<file path="src/pkg/dsct_defines.svh">
`ifndef DSCT_DEFINES_SVH
`define DSCT_DEFINES_SVH

// ----------------------------------------------------------------------
// widths
// ----------------------------------------------------------------------
`define DSCT_LEVEL_W     8
`define DSCT_COUPLING_W  2
`define DSCT_SEL_W       2
`define DSCT_INPUTS      4

// ----------------------------------------------------------------------
// source selector codes (index into the comparator vector)
// ----------------------------------------------------------------------
`define DSCT_SEL_CH_ONE  2'h0
`define DSCT_SEL_CH_TWO  2'h1
`define DSCT_SEL_EXT_ONE 2'h2
`define DSCT_SEL_EXT_TWO 2'h3

// ----------------------------------------------------------------------
// slope codes and reset values
// ----------------------------------------------------------------------
`define DSCT_SLOPE_POS   1'h0
`define DSCT_SLOPE_NEG   1'h1
`define DSCT_RST_BIT     1'h0
`define DSCT_RST_SYNC    2'h0

`endif

</file>
<file path="src/pkg/dsct_pkg.sv">
`default_nettype none

`include "dsct_defines.svh"

package dsct_pkg;

  // ----------------------------------------------------------------------
  // complete state of the trigger qualifier
  // ----------------------------------------------------------------------
  typedef struct packed {
    logic [`DSCT_SEL_W-1:0]      sel_pri;
    logic                        slope_pri;
    logic [`DSCT_SEL_W-1:0]      sel_sec;
    logic                        slope_sec;
    logic                        primed;
    logic                        above_pri;
    logic                        above_sec;
    logic                        true_pri;
    logic                        true_sec;
    logic                        edge_pri;
    logic                        edge_sec;
    logic                        capture;
    logic [`DSCT_LEVEL_W-1:0]    level_pri;
    logic [`DSCT_LEVEL_W-1:0]    level_sec;
    logic [`DSCT_COUPLING_W-1:0] coup_pri;
    logic [`DSCT_COUPLING_W-1:0] coup_sec;
  } dsct_state_t;

endpackage

`default_nettype wire

</file>
<file path="src/rtl/dsct_trigger.sv">
`timescale 1ns/1ps
`default_nettype none

`include "dsct_defines.svh"

// Functional notes
// - positive slope: source true only while its input is above its level.
// - negative slope: source true only while its input is below its level.
// - combined mode fires capture only while both sources are true together.
// - at least one source must cross its level when capture fires.
// - a crossing qualifies only in the direction of that source's slope.
// - the capture-start output starts the primary acquisition when the condition holds.
// - combined mode takes one primary-selected and one secondary-selected source.
// - each source keeps its own level, slope and coupling setting.
// - each selector picks channel one, channel two, external one or two.
module dsct_trigger
(
  input  wire logic                        clk_sys,
  input  wire logic                        rstn,
  input  wire logic                        combined_mode,
  input  wire logic [`DSCT_SEL_W-1:0]      sel_pri,
  input  wire logic                        slope_pri,
  input  wire logic [`DSCT_LEVEL_W-1:0]    level_pri,
  input  wire logic [`DSCT_COUPLING_W-1:0] coupling_pri,
  input  wire logic [`DSCT_INPUTS-1:0]     cmp_pri_above,
  input  wire logic [`DSCT_SEL_W-1:0]      sel_sec,
  input  wire logic                        slope_sec,
  input  wire logic [`DSCT_LEVEL_W-1:0]    level_sec,
  input  wire logic [`DSCT_COUPLING_W-1:0] coupling_sec,
  input  wire logic [`DSCT_INPUTS-1:0]     cmp_sec_above,
  output logic                             capture_start,
  output logic                             source_pri_true,
  output logic                             source_sec_true,
  output logic                             edge_pri,
  output logic                             edge_sec,
  output logic [`DSCT_LEVEL_W-1:0]         level_pri_out,
  output logic [`DSCT_LEVEL_W-1:0]         level_sec_out,
  output logic [`DSCT_COUPLING_W-1:0]      coupling_pri_out,
  output logic [`DSCT_COUPLING_W-1:0]      coupling_sec_out
);

  // ----------------------------------------------------------------------
  // helpers
  // ----------------------------------------------------------------------
  // pick the comparator of the selected input
  function automatic logic pick_input(input logic [`DSCT_INPUTS-1:0] above,
                                      input logic [`DSCT_SEL_W-1:0]  sel);
    pick_input = above[sel];
  endfunction

  // truth of a source from its comparator and slope
  function automatic logic src_true(input logic above,
                                    input logic slope);
    if (slope == `DSCT_SLOPE_POS)
    begin
      src_true = above;
    end
    else
    begin
      src_true = ~above;
    end
  endfunction

  // ----------------------------------------------------------------------
  // reset release
  // ----------------------------------------------------------------------
  logic [1:0] rst_sync_reg;
  logic       rst_n_i;

  // async assert, two-flop synchronous release
  always_ff @(posedge clk_sys or negedge rstn)
  begin
    if (!rstn)
    begin
      rst_sync_reg <= `DSCT_RST_SYNC;
    end
    else
    begin
      rst_sync_reg <= {rst_sync_reg[0], 1'h1};
    end
  end

  assign rst_n_i = rst_sync_reg[1];

  // ----------------------------------------------------------------------
  // qualifier state
  // ----------------------------------------------------------------------
  dsct_pkg::dsct_state_t s_reg;
  dsct_pkg::dsct_state_t s_next;
  logic                  abv_pri;
  logic                  abv_sec;
  logic                  cfg_same;

  assign abv_pri  = pick_input(cmp_pri_above, sel_pri);
  assign abv_sec  = pick_input(cmp_sec_above, sel_sec);
  // a selector or slope change is not a crossing of the signal
  assign cfg_same = (sel_pri == s_reg.sel_pri) && (slope_pri == s_reg.slope_pri) &&
                    (sel_sec == s_reg.sel_sec) && (slope_sec == s_reg.slope_sec);

  // next state: truth, direction-qualified crossings, coincidence
  always_comb
  begin
    s_next           = s_reg;
    s_next.sel_pri   = sel_pri;
    s_next.slope_pri = slope_pri;
    s_next.sel_sec   = sel_sec;
    s_next.slope_sec = slope_sec;
    s_next.level_pri = level_pri;
    s_next.level_sec = level_sec;
    s_next.coup_pri  = coupling_pri;
    s_next.coup_sec  = coupling_sec;
    s_next.above_pri = abv_pri;
    s_next.above_sec = abv_sec;
    s_next.primed    = 1'h1;
    s_next.true_pri  = src_true(abv_pri, slope_pri);
    s_next.true_sec  = src_true(abv_sec, slope_sec);
    // crossing into the true side is the slope's own direction
    s_next.edge_pri  = s_reg.primed && cfg_same &&
                       (abv_pri != s_reg.above_pri) && s_next.true_pri;
    s_next.edge_sec  = s_reg.primed && cfg_same &&
                       (abv_sec != s_reg.above_sec) && s_next.true_sec;
    s_next.capture   = combined_mode &&
                       s_next.true_pri && s_next.true_sec &&
                       (s_next.edge_pri || s_next.edge_sec);
  end

  // single register bank; no edge can fire until one sample is held
  always_ff @(posedge clk_sys or negedge rst_n_i)
  begin
    if (!rst_n_i)
    begin
      s_reg <= '0;
    end
    else
    begin
      s_reg <= s_next;
    end
  end

  // ----------------------------------------------------------------------
  // outputs, straight from the state flops
  // ----------------------------------------------------------------------
  assign capture_start    = s_reg.capture;
  assign source_pri_true  = s_reg.true_pri;
  assign source_sec_true  = s_reg.true_sec;
  assign edge_pri         = s_reg.edge_pri;
  assign edge_sec         = s_reg.edge_sec;
  assign level_pri_out    = s_reg.level_pri;
  assign level_sec_out    = s_reg.level_sec;
  assign coupling_pri_out = s_reg.coup_pri;
  assign coupling_sec_out = s_reg.coup_sec;
endmodule

`default_nettype wire

</file>
<file path="config.mk">
export PLATFORM = sky130hd
export DESIGN_NAME = dsct_trigger
export DESIGN_NICKNAME = d
export VERILOG_FILES = /design/src/pkg/dsct_pkg.sv /design/src/rtl/dsct_trigger.sv
export VERILOG_INCLUDE_DIRS = /design/src /design/src/pkg
export SDC_FILE = /design/constraint.sdc
export NUM_CORES = 1
export LEC_CHECK = 0
export ABC_AREA = 1
export BUFFER_PORTS_ARGS = -buffer_cell sky130_fd_sc_hd__buf_2
export CORE_ASPECT_RATIO = 1.2
export CORE_UTILIZATION = 45
export CTS_CLUSTER_DIAMETER = 40
export CTS_CLUSTER_SIZE = 40
export DETAILED_ROUTE_END_ITERATION = 12
export PLACE_DENSITY_LB_ADDON = 0.1
export SLEW_MARGIN = 30
export SYNTH_ARGS = -nofsm -noshare
export SYNTH_HDL_FRONTEND = slang
export SYNTH_SLANG_ARGS = --single-unit
</file>
<file path="constraint.sdc">
create_clock -name clk_sys -period 1.22 [get_ports clk_sys]
set_input_delay 0 -clock clk_sys [delete_from_list [all_inputs] [get_ports clk_sys]]
set_output_delay 0 -clock clk_sys [all_outputs]
set_load 0.02 [all_outputs]
</file>
### Yosys cells after proc, flatten, opt, wreduce, memory -nomap -nowiden

Index checks and enable logic that the tools add are counted.

* register bits: 36
* logic and storage cells: 45
* input bits: 37

* mux-type cells: 6
* bitwise gates (word level): 2
* reductions and logical operators: 12
* $lt $le $gt $ge: 2
* eq/ne operators: 6

Operators with widths (count)
* $logic_and A1 B1 Y1: 11
* $lt A2 B3 Y1 const B: 2
* $bmux W1 S2: 2
* $eq A2 B2 Y1: 2
* $mux W1: 4
* $eq A1 B1 Y1: 2
* $ne A1 B1 Y1: 2
* $not A1 Y1: 2
* $logic_or A1 B1 Y1: 1

### Logic depth before layout (Yosys ltp)

* word-level depth: 9
* gate-level depth with buffers: 8

### Worst setup path after synthesis

No wires, ideal clock.

* path type: reg2reg
* from: register s_reg[33] (netlist bit)
* to: register s_reg, in the netlist capture_start
* setup slack: 0.239 ns
* data required time: 1.147 ns
* cell stages (with the launch flop): 8
* arrival time: 0.908 ns
* clock period less this slack: 0.981 ns
* setup time: 0.073 ns
* path through: dfrtp_1 inv_1 nand2_1 nand2_1 nand3_2 nor2_4 nand3_2 a21oi_2

RTL lines
* start: declaration: RTL line dsct_trigger.sv:88 `dsct_pkg::dsct_state_t s_reg;`
* start signal: assignment: RTL line dsct_trigger.sv:136 `s_reg <= s_next;`

==> flow_summary.json <==
{
  "outcome": "finished, final reports clean",
  "syn_area_sq_um": 1370,
  "grt_max_degree": 21,
  "end_kind": "flip-flop",
  "vias": 1029,
  "numPortBuffers": 61,
  "worst_setup_path_start_kind": "input pin",
  "ys_seq_elements": 36,
  "gp_congestion": 0.724,
  "vias_per_cell": 4.23,
  "diodes": 0,
  "die_h_um": 62.4,
  "largest_reg_flops": 9,
  "tns_ns": 0,
  "cts-resized-gates": 0,
  "io_pins": 62,
  "finClkSkew_ns": 0.00234,
  "hold_viol_final": 0,
  "layout-drive-gt1-share_pct": 38.8,
  "report.final.slew_viol_count": 0,
  "syn_area_per_cell_sq_um": 10.9,
  "hold_slack_ns": 0.0223,
  "pre_cts_ws_ns": 0.181,
  "cp.arrival_ns": 1.37,
  "ant_nets": 0,
  "die_w_um": 52.3,
  "coreArea_sq_um": 2840,
  "wire_per_inst_um": 10.6,
  "synth.distinct_cells": 14,
  "clk_latency_ns": 0.32,
  "grt_pass1_vias": 1067,
  "grt-ovfl-total": 0,
  "clockRootBuffer": "clkbuf_4",
  "min_path_type": "in -> reg",
  "rsz0062_at_grt": "no",
  "drt_wl_total_um": 2590,
  "max_freq_mhz": 900,
  "synth-seq-area-share_pct": 65.8,
  "track_usage_pct": 18.2,
  "cts_buffers": 5,
  "path_clk_slew_ns": 0.10,
  "clock-sinks": 36,
  "cts_buffer_depth": 2,
  "route.detailed.drc": 0,
  "drt_iter0_drc": 21,
  "cp.required_ns": 1.48,
  "setup_violations": 0,
  "start_util_pct": 48.2,
  "grt_first_pass_wirelength_um": 4240,
  "rows": 21,
  "synthCells": 126,
  "layout.cells.non_filler": 243,
  "ys_warn_count": 0,
  "dr.pass1.iters": 4,
  "fill_cells": 221,
  "crit_fanout": 4,
  "area_growth_pct": 44.0,
  "h-tree-depth": 2,
  "power_leakage_nw": 1.09,
  "crit_type": "in -> reg",
  "dieArea_sq_um": 3270,
  "finalCritPeriodShare_pct": 91.0,
  "dpl.hpwl_um": 1660,
  "setup_ws_ns": 0.109,
  "dp_cells": 204,
  "maxCapViolations": 0,
  "final_nets": 246,
  "fin_crit_ns": 1.11,
  "antenna_found_initial": 0,
  "ir_worst_vdd_mv": 0.736,
  "cts_tree": "done",
  "p_total_w": 0.00231,
  "powerDensity_nw_per_um2": 1170
}
layout by cell type (no fill, tap or decap), types with 3 or more instances in the layout:
master and n:
buf_2 61, clkbuf_4 5, dfrtp_1 36, dlygate4sd3_1 32, inv_1 16, nand2_1 33
nand3_1 5, nand3_2 4, nor2_1 3
layer usage:
metal / track usage (%) / share of wire [%] / wire length [um] / vias up
met2: 32.3 / 54 / 1390 / 41
met4: 8.22 / 1.9 / 49 / 0
li1: - / - / - / 519
met5: 0 / 0 / 0 / -
met1: 17.4 / 37 / 955 / 464
met3: 7.79 / 7.2 / 187 / 5
report_power, final:
group          internal, W  total, W  switching, W
sequential         0.00125   0.00127     0.0000178
combinational     0.000171  0.000358      0.000186
clock             0.000327  0.000678      0.000352
cell usage after synthesis:
master    instances  area share (%)
dfrtp_1          36              66
nand2_1          33             9.0
buf_4            20              11
inv_1            16             4.4
nand3_1           5             1.8
nand3_2           4             2.9
nor2_1            3            0.82
inv_2             2            0.55
nor2_2            2            0.91
a21oi_2           1            0.64
conb_1            1            0.27
nand2_2           1            0.46
nand3b_1          1            0.55
nor2_4            1            0.82
critical path: stages:
cell	delay, ns
dlygate4sd3_1	0.53
buf_2	0.15
inv_2	0.07
nor2_1	0.04
nor2_1	0.13
nand3_2	0.11
nor2_4	0.13
nand3_2	0.08
a21oi_2	0.13
final cells by class:
type / count / area (sq um) / area share (%)
sequential: 36 / 901 / 45.7
timing repair buffer: 95 / 641 / 32.5
multi-input combinational: 53 / 254 / 12.9
inverter: 18 / 67.6 / 3.43
clock buffer: 7 / 65.1 / 3.30
tap: 34 / 42.5 / 2.16
worst paths after layout:
kind | cells past startpoint | slack, ns | start | end
min reg2reg | 1 | 0.20 | rst_sync_reg[1] | s_reg[25]
min in group asynchronous | 1 | 0.20 | rst_sync_reg[1] | s_reg[25]
max reg2reg | 7 | 0.17 | s_reg[33] | capture_start
max | 9 | 0.11 | sel_pri[0] | capture_start
max in group asynchronous | 3 | 0.58 | rstn | rst_sync_reg[1]
min | 5 | 0.02 | cmp_pri_above[0] | s_reg[26]
stage by stage:
step | area [sq um] | utilization, %
finish | 1970 | 69.4
global route | 1970 | 69.4
CTS | 1970 | 69.4
detailed placement | 1590 | 55.9
global placement | 1590 | 55.9
floorplan | 1370 | -
what timing repair did:
| item | CTS | global route |
|---|---|---|
| hold buffers | 32 | 0 |
| setup buffers | 0 | 0 |
| hold endpoints to repair | 31 | 0 |
| setup endpoints to repair | 0 | 0 |
cells by family after synthesis:
| logic type | count (synthesis) | share of synthesized area, % |
|---|---|---|
| simple gates | 50 | 17.4 |
| buf+inv | 38 | 15.9 |
| flops | 36 | 65.8 |
| compound gates | 1 | 0.640 |
| other cells | 1 | 0.274 |
No activity file was read; power rests on OpenSTA's default activity.
